[config.mk]
export PLATFORM = sky130hd
export DESIGN_NAME = dcs_top
export DESIGN_NICKNAME = d
export VERILOG_FILES = /design/src/core/dcs_pkg.sv /design/src/core/dcs_top.sv
export VERILOG_INCLUDE_DIRS = /design/src /design/src/core
export SDC_FILE = /design/constraint.sdc
export NUM_CORES = 1
export LEC_CHECK = 0
export ABC_AREA = 1
export BUFFER_PORTS_ARGS = -buffer_cell sky130_fd_sc_hd__buf_2
export CORE_AREA = 3 3 330 332
export CTS_BUF_LIST = sky130_fd_sc_hd__clkbuf_4
export DETAILED_ROUTE_END_ITERATION = 16
export DIE_AREA = 0 0 333 335
export MAX_ROUTING_LAYER = met4
export SYNTH_ARGS = -nofsm -noshare
export SYNTH_HDL_FRONTEND = slang
export SYNTH_SLANG_ARGS = --single-unit
[constraint.sdc]
create_clock -name aclk -period 3.57 [get_ports aclk]
set_input_delay 0.5355 -clock aclk [delete_from_list [all_inputs] [get_ports aclk]]
set_output_delay 0.5355 -clock aclk [all_outputs]
set_load 0.02 [all_outputs]
[src/core/dcs_defines.svh]
// Constants for the DMA channel status and count block: offsets, fields, resets.
// Assumes inclusion by bare name from the package and the top module.
`ifndef DCS_DEFINES_SVH
`define DCS_DEFINES_SVH
// ==========================================================================
// Geometry
`define DCS_NCH            8
`define DCS_ADDR_W         8
`define DCS_CNT_W          10
// ==========================================================================
// Register byte offsets (per-channel pair at base + ch*8)
`define DCS_PAD_OFF        8'h00
`define DCS_CNT_OFF        8'h04
`define DCS_CS0_OFF        8'h40
`define DCS_CS1_OFF        8'h44
`define DCS_ADR_OFF        8'h48
`define DCS_IST_OFF        8'h4c
`define DCS_IMSK_OFF       8'h50
// ==========================================================================
// Reset values
`define DCS_PAD_RST        16'h0000
`define DCS_CNT_RST        10'h000
`define DCS_LAST_ACTIVE_CHANNEL_RST      4'hf
`define DCS_ADR_RST        16'h0000
// ==========================================================================
// Field positions
`define DCS_PCOL_LSB       8
`define DCS_LAST_ACTIVE_CHANNEL_LSB      8
`define DCS_MODE_PP_BIT    1
`define DCS_IRQ_PCOL_BIT   8
`define DCS_IRQ_XCOL_BIT   9
`define DCS_IRQ_W          10
// ==========================================================================
// AXI responses
`define DCS_RESP_OKAY      2'b00
`define DCS_RESP_DECERR    2'b11
`endif

[src/core/dcs_pkg.sv]
// Types for the DMA channel status and count block.
// Assumes dcs_defines.svh is on the include path.
`include "dcs_defines.svh"
package dcs_pkg;
  // ========================================================================
  // Register decode
  typedef enum logic [7:0] {
    DCS_SEL_NONE = 8'h01,
    DCS_SEL_PAD  = 8'h02,
    DCS_SEL_CNT  = 8'h04,
    DCS_SEL_CS0  = 8'h08,
    DCS_SEL_CS1  = 8'h10,
    DCS_SEL_ADR  = 8'h20,
    DCS_SEL_IST  = 8'h40,
    DCS_SEL_IMSK = 8'h80
  } dcs_sel_e;
  typedef struct packed {
    dcs_sel_e   kind;
    logic [2:0] ch;
  } dcs_dec_s;
endpackage : dcs_pkg

[src/core/dcs_top.sv]
// Per-channel peripheral address and count registers plus controller status
// for an eight-channel DMA controller, behind an AXI4-Lite slave.
// Assumes transfer-path inputs come from logic on aclk (no synchronisers).
//
// Register access over AXI4-Lite and the register addresses were left to the implementer.
`timescale 1ns/1ps
`include "dcs_defines.svh"
module dcs_top (
  input  wire logic                          aclk,
  input  wire logic                          aresetn,
  // AXI4-Lite slave
  input  wire logic [`DCS_ADDR_W-1:0]        awaddr,
  input  wire logic                          awvalid,
  output logic                               awready,
  input  wire logic [31:0]                   wdata,
  input  wire logic [3:0]                    wstrb,
  input  wire logic                          wvalid,
  output logic                               wready,
  output logic [1:0]                         bresp,
  output logic                               bvalid,
  input  wire logic                          bready,
  input  wire logic [`DCS_ADDR_W-1:0]        araddr,
  input  wire logic                          arvalid,
  output logic                               arready,
  output logic [31:0]                        rdata,
  output logic [1:0]                         rresp,
  output logic                               rvalid,
  input  wire logic                          rready,
  // Channel control from the control registers
  input  wire logic [`DCS_NCH-1:0]           channel_enable,
  input  wire logic [2*`DCS_NCH-1:0]         channel_mode,
  input  wire logic [16*`DCS_NCH-1:0]        primary_start_offset,
  input  wire logic [16*`DCS_NCH-1:0]        secondary_start_offset,
  // Transfer path events
  input  wire logic                          xfer_strobe,
  input  wire logic [2:0]                    xfer_channel,
  input  wire logic [15:0]                   xfer_ram_addr,
  input  wire logic [`DCS_NCH-1:0]           block_done,
  input  wire logic [`DCS_NCH-1:0]           periph_collision,
  input  wire logic [`DCS_NCH-1:0]           ram_collision,
  // To the transfer path
  output logic [16*`DCS_NCH-1:0]             channel_peripheral_address,
  output logic [`DCS_CNT_W*`DCS_NCH-1:0]     xfer_count,
  output logic [(`DCS_CNT_W+1)*`DCS_NCH-1:0] block_length,
  output logic [16*`DCS_NCH-1:0]             active_start_offset,
  output logic [`DCS_NCH-1:0]                pingpong_select_status,
  output logic                               irq
);
  import dcs_pkg::*;

  // ========================================================================
  // Decode
  // Shared by both channels of the bus so reads and writes agree on the map
  function automatic dcs_dec_s dcs_decode(input logic [`DCS_ADDR_W-1:0] a);
    dcs_dec_s d;
    d.kind = DCS_SEL_NONE;
    d.ch   = a[5:3];
    if (a[1:0] != 2'b00) begin
      d.kind = DCS_SEL_NONE;
    end else if (a[7:6] == 2'b00) begin
      d.kind = a[2] ? DCS_SEL_CNT : DCS_SEL_PAD;
    end else begin
      case (a)
        `DCS_CS0_OFF:  d.kind = DCS_SEL_CS0;
        `DCS_CS1_OFF:  d.kind = DCS_SEL_CS1;
        `DCS_ADR_OFF:  d.kind = DCS_SEL_ADR;
        `DCS_IST_OFF:  d.kind = DCS_SEL_IST;
        `DCS_IMSK_OFF: d.kind = DCS_SEL_IMSK;
        default:       d.kind = DCS_SEL_NONE;
      endcase
    end
    return d;
  endfunction : dcs_decode

  // Byte-lane merge over the low half-word; upper lanes hold nothing
  function automatic logic [15:0] dcs_merge(input logic [15:0] old_v,
                                            input logic [31:0] wd,
                                            input logic [3:0]  st);
    logic [15:0] m;
    m = old_v;
    if (st[0]) m[7:0]  = wd[7:0];
    if (st[1]) m[15:8] = wd[15:8];
    return m;
  endfunction : dcs_merge

  // ========================================================================
  // State
  logic [15:0]             pad_ff [`DCS_NCH];
  logic [`DCS_CNT_W-1:0]   cnt_ff [`DCS_NCH];
  logic [`DCS_CNT_W:0]     blk_len_ff [`DCS_NCH];
  logic [15:0]             start_ff [`DCS_NCH];
  logic [`DCS_NCH-1:0]     pcol_ff;
  logic [`DCS_NCH-1:0]     xcol_ff;
  logic [3:0]              last_active_channel_ff;
  logic [`DCS_NCH-1:0]     pp_ff;
  logic [15:0]             ram_adr_ff;
  logic [`DCS_IRQ_W-1:0]   ist_ff;
  logic [`DCS_IRQ_W-1:0]   imsk_ff;
  logic                    aw_held_ff;
  logic                    w_held_ff;
  logic [`DCS_ADDR_W-1:0]  awaddr_ff;
  logic [31:0]             wdata_ff;
  logic [3:0]              wstrb_ff;
  logic                    bvalid_ff;
  logic [1:0]              bresp_ff;
  logic                    rvalid_ff;
  logic [1:0]              rresp_ff;
  logic [31:0]             rdata_ff;
  logic                    do_write;
  logic                    do_read;
  dcs_dec_s                wdec;
  dcs_dec_s                rdec;
  logic [31:0]             nxt_rdata;
  logic [`DCS_NCH-1:0]     nxt_pcol;
  logic [`DCS_NCH-1:0]     nxt_xcol;
  logic [`DCS_NCH-1:0]     pp_toggle;
  logic [15:0]             imsk_wr;

  // ========================================================================
  // AXI4-Lite handshakes
  // One write at a time: address and data are parked until the response leaves
  assign awready  = !aw_held_ff && !bvalid_ff;
  assign wready   = !w_held_ff && !bvalid_ff;
  assign arready  = !rvalid_ff;
  assign bvalid   = bvalid_ff;
  assign bresp    = bresp_ff;
  assign rvalid   = rvalid_ff;
  assign rresp    = rresp_ff;
  assign rdata    = rdata_ff;
  assign do_write = aw_held_ff && w_held_ff && !bvalid_ff;
  assign do_read  = arvalid && arready;
  assign wdec     = dcs_decode(awaddr_ff);
  assign rdec     = dcs_decode(araddr);

  // Write address and data capture, either order
  always_ff @(posedge aclk) begin
    if (!aresetn) begin
      aw_held_ff <= 1'b0;
      w_held_ff  <= 1'b0;
      awaddr_ff  <= '0;
      wdata_ff   <= 32'h0000_0000;
      wstrb_ff   <= 4'h0;
    end else begin
      if (awvalid && awready) begin
        aw_held_ff <= 1'b1;
        awaddr_ff  <= awaddr;
      end else if (do_write) begin
        aw_held_ff <= 1'b0;
      end
      if (wvalid && wready) begin
        w_held_ff <= 1'b1;
        wdata_ff  <= wdata;
        wstrb_ff  <= wstrb;
      end else if (do_write) begin
        w_held_ff <= 1'b0;
      end
    end
  end

  // Write response; read-only registers accept and ignore writes
  always_ff @(posedge aclk) begin
    if (!aresetn) begin
      bvalid_ff <= 1'b0;
      bresp_ff  <= `DCS_RESP_OKAY;
    end else if (do_write) begin
      bvalid_ff <= 1'b1;
      bresp_ff  <= (wdec.kind == DCS_SEL_NONE) ? `DCS_RESP_DECERR : `DCS_RESP_OKAY;
    end else if (bvalid_ff && bready) begin
      bvalid_ff <= 1'b0;
    end
  end

  // Read data mux
  always_comb begin
    nxt_rdata = 32'h0000_0000;
    case (rdec.kind)
      DCS_SEL_PAD:  nxt_rdata[15:0] = pad_ff[rdec.ch];
      DCS_SEL_CNT:  nxt_rdata[`DCS_CNT_W-1:0] = cnt_ff[rdec.ch];
      DCS_SEL_CS0:  nxt_rdata[15:0] = {pcol_ff, xcol_ff};
      DCS_SEL_CS1:  nxt_rdata[15:0] = {4'h0, last_active_channel_ff, pp_ff};
      DCS_SEL_ADR:  nxt_rdata[15:0] = ram_adr_ff;
      DCS_SEL_IST:  nxt_rdata[`DCS_IRQ_W-1:0] = ist_ff;
      DCS_SEL_IMSK: nxt_rdata[`DCS_IRQ_W-1:0] = imsk_ff;
      default:      nxt_rdata = 32'h0000_0000;
    endcase
  end

  // Read response, one cycle after the address is taken
  always_ff @(posedge aclk) begin
    if (!aresetn) begin
      rvalid_ff <= 1'b0;
      rresp_ff  <= `DCS_RESP_OKAY;
      rdata_ff  <= 32'h0000_0000;
    end else if (do_read) begin
      rvalid_ff <= 1'b1;
      rdata_ff  <= nxt_rdata;
      rresp_ff  <= (rdec.kind == DCS_SEL_NONE) ? `DCS_RESP_DECERR : `DCS_RESP_OKAY;
    end else if (rvalid_ff && rready) begin
      rvalid_ff <= 1'b0;
    end
  end

  // ========================================================================
  // Per-channel registers
  genvar gi;
  generate
    for (gi = 0; gi < `DCS_NCH; gi++) begin : g_ch
      // Writes while enabled are still taken; keeping off them is software's job
      always_ff @(posedge aclk) begin
        if (!aresetn) begin
          pad_ff[gi] <= `DCS_PAD_RST;
        end else if (do_write && wdec.kind == DCS_SEL_PAD && wdec.ch == 3'(gi)) begin
          pad_ff[gi] <= dcs_merge(pad_ff[gi], wdata_ff, wstrb_ff);
        end
      end

      // Count and the derived block length (count plus one)
      logic [15:0] cnt_wr;
      assign cnt_wr = dcs_merge({6'h00, cnt_ff[gi]}, wdata_ff, wstrb_ff);
      always_ff @(posedge aclk) begin
        if (!aresetn) begin
          cnt_ff[gi]     <= `DCS_CNT_RST;
          blk_len_ff[gi] <= {1'b0, `DCS_CNT_RST} + 11'h001;
        end else if (do_write && wdec.kind == DCS_SEL_CNT && wdec.ch == 3'(gi)) begin
          cnt_ff[gi]     <= cnt_wr[`DCS_CNT_W-1:0];
          blk_len_ff[gi] <= {1'b0, cnt_wr[`DCS_CNT_W-1:0]} + 11'h001;
        end
      end

      // Start offset in use follows the ping-pong bit
      always_ff @(posedge aclk) begin
        if (!aresetn) begin
          start_ff[gi] <= 16'h0000;
        end else begin
          start_ff[gi] <= pp_ff[gi] ? secondary_start_offset[gi*16 +: 16]
                                    : primary_start_offset[gi*16 +: 16];
        end
      end

      // Toggle only on an enabled channel in a ping-pong mode
      assign pp_toggle[gi] = block_done[gi] && channel_enable[gi]
                          && channel_mode[gi*2+`DCS_MODE_PP_BIT];

      assign channel_peripheral_address[gi*16 +: 16]               = pad_ff[gi];
      assign xfer_count[gi*`DCS_CNT_W +: `DCS_CNT_W]               = cnt_ff[gi];
      assign block_length[gi*(`DCS_CNT_W+1) +: (`DCS_CNT_W+1)]     = blk_len_ff[gi];
      assign active_start_offset[gi*16 +: 16]                      = start_ff[gi];
    end
  endgenerate

  // ========================================================================
  // Controller status
  // Clear-only flags: a written zero clears; a new collision in that cycle wins
  always_comb begin
    nxt_pcol = pcol_ff;
    nxt_xcol = xcol_ff;
    if (do_write && wdec.kind == DCS_SEL_CS0) begin
      if (wstrb_ff[1]) nxt_pcol = pcol_ff & wdata_ff[15:8];
      if (wstrb_ff[0]) nxt_xcol = xcol_ff & wdata_ff[7:0];
    end
    nxt_pcol = nxt_pcol | periph_collision;
    nxt_xcol = nxt_xcol | ram_collision;
  end

  always_ff @(posedge aclk) begin
    if (!aresetn) begin
      pcol_ff <= '0;
      xcol_ff <= '0;
    end else begin
      pcol_ff <= nxt_pcol;
      xcol_ff <= nxt_xcol;
    end
  end

  // Last channel and last RAM address track every transfer
  always_ff @(posedge aclk) begin
    if (!aresetn) begin
      last_active_channel_ff   <= `DCS_LAST_ACTIVE_CHANNEL_RST;
      ram_adr_ff <= `DCS_ADR_RST;
    end else if (xfer_strobe) begin
      last_active_channel_ff   <= {1'b0, xfer_channel};
      ram_adr_ff <= xfer_ram_addr;
    end
  end

  // Ping-pong select; one-shot ping-pong stop is left to the control logic
  always_ff @(posedge aclk) begin
    if (!aresetn) begin
      pp_ff <= '0;
    end else begin
      pp_ff <= pp_ff ^ pp_toggle;
    end
  end
  assign pingpong_select_status = pp_ff;

  // ========================================================================
  // Interrupts
  // Read of the status clears it, but an event in the same cycle survives
  always_ff @(posedge aclk) begin
    if (!aresetn) begin
      ist_ff <= '0;
    end else begin
      ist_ff <= ((do_read && rdec.kind == DCS_SEL_IST) ? '0 : ist_ff)
              | {|ram_collision, |periph_collision, block_done};
    end
  end

  // Mask write keeps only the implemented status bits
  assign imsk_wr = dcs_merge({6'h00, imsk_ff}, wdata_ff, wstrb_ff);
  always_ff @(posedge aclk) begin
    if (!aresetn) begin
      imsk_ff <= '0;
    end else if (do_write && wdec.kind == DCS_SEL_IMSK) begin
      imsk_ff <= imsk_wr[`DCS_IRQ_W-1:0];
    end
  end

  assign irq = |(ist_ff & imsk_ff);

endmodule : dcs_top

# --- After elaboration in Yosys (flattened, before gate mapping) ---
# Memory sizes are Yosys's and may differ from the RTL's.
# Index checks and enable logic that the tools add are counted.
op_classes:
  n_eq_ne: 30
  div: 0
  reduce_logical: 64
  mul: 0
  n_mux: 178
  addsub: 8
  shifts: 0
  order_cmp: 0
  n_bitwise: 39
op_table:
  columns: ["operator", "n"]
  rows:
  - ["2-to-1 mux 8 bit", 64]
  - ["2-to-1 mux 16 bit", 24]
  - ["2-to-1 mux 10 bit", 9]
  - ["adder 10 x 1 -> 11 bit, second input constant", 8]
  - ["== test 8 x 7 -> 1 bit, second input constant", 11]
  - ["2-to-1 mux 11 bit", 8]
  - ["one-hot mux 8 bit (5 select lines)", 2]
  - ["one-hot mux 10 bit (7 select lines)", 1]
  - ["2-to-1 mux 1 bit", 57]
  - ["logical AND 1 bit", 46]
  - ["bitwise OR 1 bit", 32]
  - ["one-hot mux 6 bit (4 select lines)", 1]
  - ["2-to-1 mux 2 bit", 10]
  - ["AND 8 bit", 2]
  - ["== test 8 x 1 -> 1 bit, second input constant", 2]
  - ["== test 8 x 2 -> 1 bit, second input constant", 2]
  - ["== test 8 x 3 -> 1 bit, second input constant", 2]
  - ["== test 8 x 4 -> 1 bit, second input constant", 2]
  - ["== test 8 bit, second input constant", 2]
  - ["bitwise OR 8 bit", 2]
  - ["OR reduction 8 bit", 2]
  - ["== test 3 bit, second input constant", 4]
  - ["nonzero test 2 bit", 6]
  - ["AND 10 bit", 1]
  - ["other kinds (12)", 19]
word_totals:
  ram_bits: 424
  in_bits: 383
  register_bits: 114
  latchBits: 0
  memories: 4
  mem_bits_ro: 0
  out_inout_bits: 474
  elab_cells: 341
mem_list:
  columns: ["name", "depth", "width", "rd", "rd_clocked_by_memory_dff", "wr", "line", "text"]
  rows:
  - ["pad_ff", 8, 16, 9, 0, 8, "dcs_top.sv:88", "logic [15:0] pad_ff [`DCS_NCH];"]
  - ["start_ff", 8, 16, 8, 0, 8, "dcs_top.sv:91", "logic [15:0] start_ff [`DCS_NCH];"]
  - ["blk_len_ff", 8, 11, 8, 0, 8, "dcs_top.sv:90", "logic [`DCS_CNT_W:0] blk_len_ff [`DCS_NCH];"]
  - ["cnt_ff", 8, 10, 9, 0, 8, "dcs_top.sv:89", "logic [`DCS_CNT_W-1:0] cnt_ff [`DCS_NCH];"]

# --- Longest topological paths before layout ---
logic_depth:
  ltp_word: 11
  depth_mapped: 13
  ltp_nobuf: 11

# --- Worst setup path after synthesis ---
# No wires, ideal clock.
synth_timing:
  path_type: "register to register"
  start: "register awaddr_ff[3]"
  end: "memory blk_len_ff[0][33] in the netlist's numbering (enable)"
  t_arrival_ps: 2535
  required_time_ps: 3142
  synth_period_minus_slack_ps: 2963
  path_buffers: 1
  setup_slack_ps: 607
  setup_time_ps: 428
  path_stages_with_launch: 6
  path_cell_list: "dfxtp_1 > inv_1 > nor3_1 > inv_1 > clkbuf_1 > o21ai_0"
synth_lines:
  columns: ["element", "line", "text"]
  rows:
  - ["start, declared", "dcs_top.sv:101", "logic [`DCS_ADDR_W-1:0] awaddr_ff;"]
  - ["start signal, assigned", "dcs_top.sv:146", "awaddr_ff <= awaddr;"]
  - ["end, declared", "dcs_top.sv:90", null]

==> out/qor.yml <==
hold_violations: 0
fp.dieH_um: 335
grt_max_degree: 141
synth_top_family_by_area: "simple AND/OR/NAND/NOR gates"
rsz0062_at_grt: "no"
hpwl_um: 99000
path_max_fanout: 19
dpl_worst_slack_ns: 0.771
synth_top_area_cell: "edfxtp_1"
wl_per_cell_um: 23.2
yosys.area_share.simple: 0.263
crit_type: "reg2reg"
drive_above_1_share: 0.302
required_ns: 4.46
grt.met2_usage: 0.339
fin_ws_ns: 0.740
critPathLaunchType: "flop"
ctsRootBufferMaster: "clkbuf_4"
synth_area_um2: 24500
muxShareOfSynthArea: 0
grt-ovfl-total: 0
seq_area_frac_synth: 0.559
ys_seq_elements: 536
cts_tree: "built"
path_clk_slew_ns: 0.07
grt_busiest_layer: "met2"
grt_pass1_wl_um: 180000
h-tree-depth: 4
drc: 0
min_path_type: "in2reg"
synth_warnings: 0
pwr_density_cell_nw_per_um2: 437
synthesis.instances: 2832
synthAdderAreaFrac: 0.00408
synth_edf_count: 296
post-route-util: 0.340
wl_um: 131000
finalCritPeriodShare: 0.793
placedCellCount: 4975
num-nets-final: 4501
setup_tns_ns: 0
ios: 857
cts.sinks: 536
vias_per_cell: 4.70
synthFlopType: "edfxtp_1"
clock_path_buffers: 3
grt_util_met1: 0.302
synth_xor_area_frac: 0.0118
std_cell_rows: 120
grt_use_total: 0.231
finalPower_w: 0.0158
clock_latency_ns: 1.05
worst_slew_pin_slew_ns: 0.899
outcome: "complete, no violations"
skew_ns: 0.0920
gp_congestion: 0.923
period_minus_slack_ns: 2.83
avgSynthCellArea_um2: 8.65
crit_path_end_kind: "flop"
slew_headroom: 0.400
core_area_um2: 107000
arrival_ns: 3.71
numCtsBuffers: 152
die_area_um2: 112000
drtIter0Drc: 2728
grt_util_met3: 0.0646
synth_top_area_frac: 0.363
synthArstFlopShare: 0
synthDistinctLibCells: 43
vdd_drop_max_mv: 0.240
initial_core_util: 0.230
postRouteAntennaNets: 0
ctsResizeCount: 0
die_w_um: 333
antenna_found_initial: 41
p_leak_nw: 16.2
fmax_mhz: 353
setup_violations: 0
routed-via-count: 26600
fin_cells: 5664
yosys-top-cells-area: "edfxtp_1 36%, dfxtp_1 20%, nand2_1 8.0%, nor2_1 7.8%, o21ai_0 5.6%"
syn_to_final_growth_pct: 47.7
maxCapViolations: 0
synth-compound-area-share: 0.0949
grt_pass1_vias: 25300
port_buffers: 814
slew_viol_final: 0
first_pass_iters: 6
metrics by stage:
| stage | hold slack [ns] | instance area (um2) |
|---|---|---|
| 2_1_floorplan | 0.429 | 24600 |
| 3_3_place_gp | 0.446 | 30200 |
| 3_5_place_dp | 0.453 | 30200 |
| 4_1_cts | 0.00938 | 36100 |
| 5_1_grt | 0.106 | 36200 |
| 6_report | 0.173 | 36200 |
final timing paths:
path	end	start	slack (ns)	cells past startpoint
hold reg to reg	last_active_channel_ff[3]	last_active_channel_ff[3]	0.47	2
hold / removal	wstrb_ff[1]	wvalid	0.17	3
setup reg to reg	start_ff[1][9]	pingpong_select_status[4]	0.74	4
setup / recovery	start_ff[1][9]	pingpong_select_status[4]	0.74	4
metal layers:
| layer | vias to the layer above | routed length (um) | part of all wire |
|---|---|---|---|
| met1 | 12700 | 55000 | 0.42 |
| met3 | 261 | 13800 | 0.11 |
| met4 | 0 | 4530 | 0.035 |
| met2 | 1502 | 57900 | 0.44 |
| li1 | 12100 | - | - |
| met5 | - | 0 | 0 |
synthesized netlist by cell type (2+ instances only):
cell	count
nand2_1	519
nor2_1	508
edfxtp_1	296
o21ai_0	275
dfxtp_1	240
nand3_1	177
inv_1	164
a21oi_1	132
clkbuf_1	95
nor3_1	80
nor3_2	78
buf_2	33
nand4_1	27
buf_4	26
xor2_1	25
clkinv_1	19
buf_6	17
o31ai_1	16
nor2_2	11
nand2_2	10
nand3b_1	10
inv_2	9
ha_1	8
xnor2_1	8
buf_1	7
o21ai_1	7
nor4_1	6
a221oi_1	4
a211oi_1	3
a22oi_1	3
or2_1	3
a22o_1	2
a31oi_1	2
or2_0	2
or2_2	2
state kept, by name, summed over array words and instances (netlist names):
| name | count |
|---|---|
| cnt_ff | 80 |
| pingpong_select_status | 8 |
| pad_ff | 128 |
| ist_ff | 10 |
| ram_adr_ff | 16 |
| w_held_ff | 1 |
| rresp | 1 |
| last_active_channel_ff | 4 |
| rvalid | 1 |
| bvalid | 1 |
| start_ff | 128 |
| xcol_ff | 8 |
| pcol_ff | 8 |
| aw_held_ff | 1 |
| wdata_ff | 16 |
| bresp | 1 |
| awaddr_ff | 8 |
| imsk_ff | 10 |
| wstrb_ff | 2 |
| blk_len_ff | 88 |
| rdata | 16 |
cell families after synthesis:
kind of cell / count (synthesis)
other: 1
AOI/OAI and AO/OA: 447
and+or+nand+nor: 1437
DFF: 536
xor gates and xnor gates: 33
buffers and inverters: 370
adders and majority gates: 8
report_power, final:
group          leakage [nW]  total [W]  switching (W)  internal [W]
Sequential             5.02    0.00698       0.000189       0.00679
Combinational          9.96    0.00273        0.00178      0.000946
Clock                  1.18    0.00611        0.00295       0.00316
cell usage in the layout (no fill, tap or decap), drive strengths merged:
cell type,Yosys,final
xnor2,8,8
a21boi,1,1
bufinv,0,4
inv,173,178
a31oi,2,2
nand4,27,27
or2,7,7
o211ai,1,1
nor4,7,7
ha,8,8
diode,0,37
buf,83,903
o31ai,16,16
clkbuf,95,221
edfxtp,296,296
a22oi,3,3
nand3,178,178
dfxtp,240,240
o21ai,282,282
o21a,1,1
nor3,159,159
conb,1,16
nand3b,10,10
clkinvlp,0,3
a221oi,4,4
nor2,519,519
dlygate4sd3,0,384
clkinv,19,54
xor2,25,25
a211oi,3,3
a21oi,132,132
nand2,530,530
a22o,2,2
worst max-delay path: stages (launching register included):
cell           delay [ns]
dfxtp_1              0.77
clkinv_1             0.80
nor2_1               0.48
nor2_1               0.11
dlygate4sd3_1        0.59
final cells by class:
type                       count  area (um2)
multi-input combinational   1941        9250
fill                       11200       70400
tap                         1403        1760
clock inverter                47         350
sequential                   536       13700
antenna                       37        92.6
inverter                     192         722
timing repair buffer        1287        8670
clock buffer                 221        1660
repair_timing:
action,4_1_cts,5_1_grt
endpoints found under the hold margin,236,0
setup buffers,0,0
hold buffers,384,0
setup endpoints to repair,0,0
Note: power is estimated with default switching activity, not from simulation.
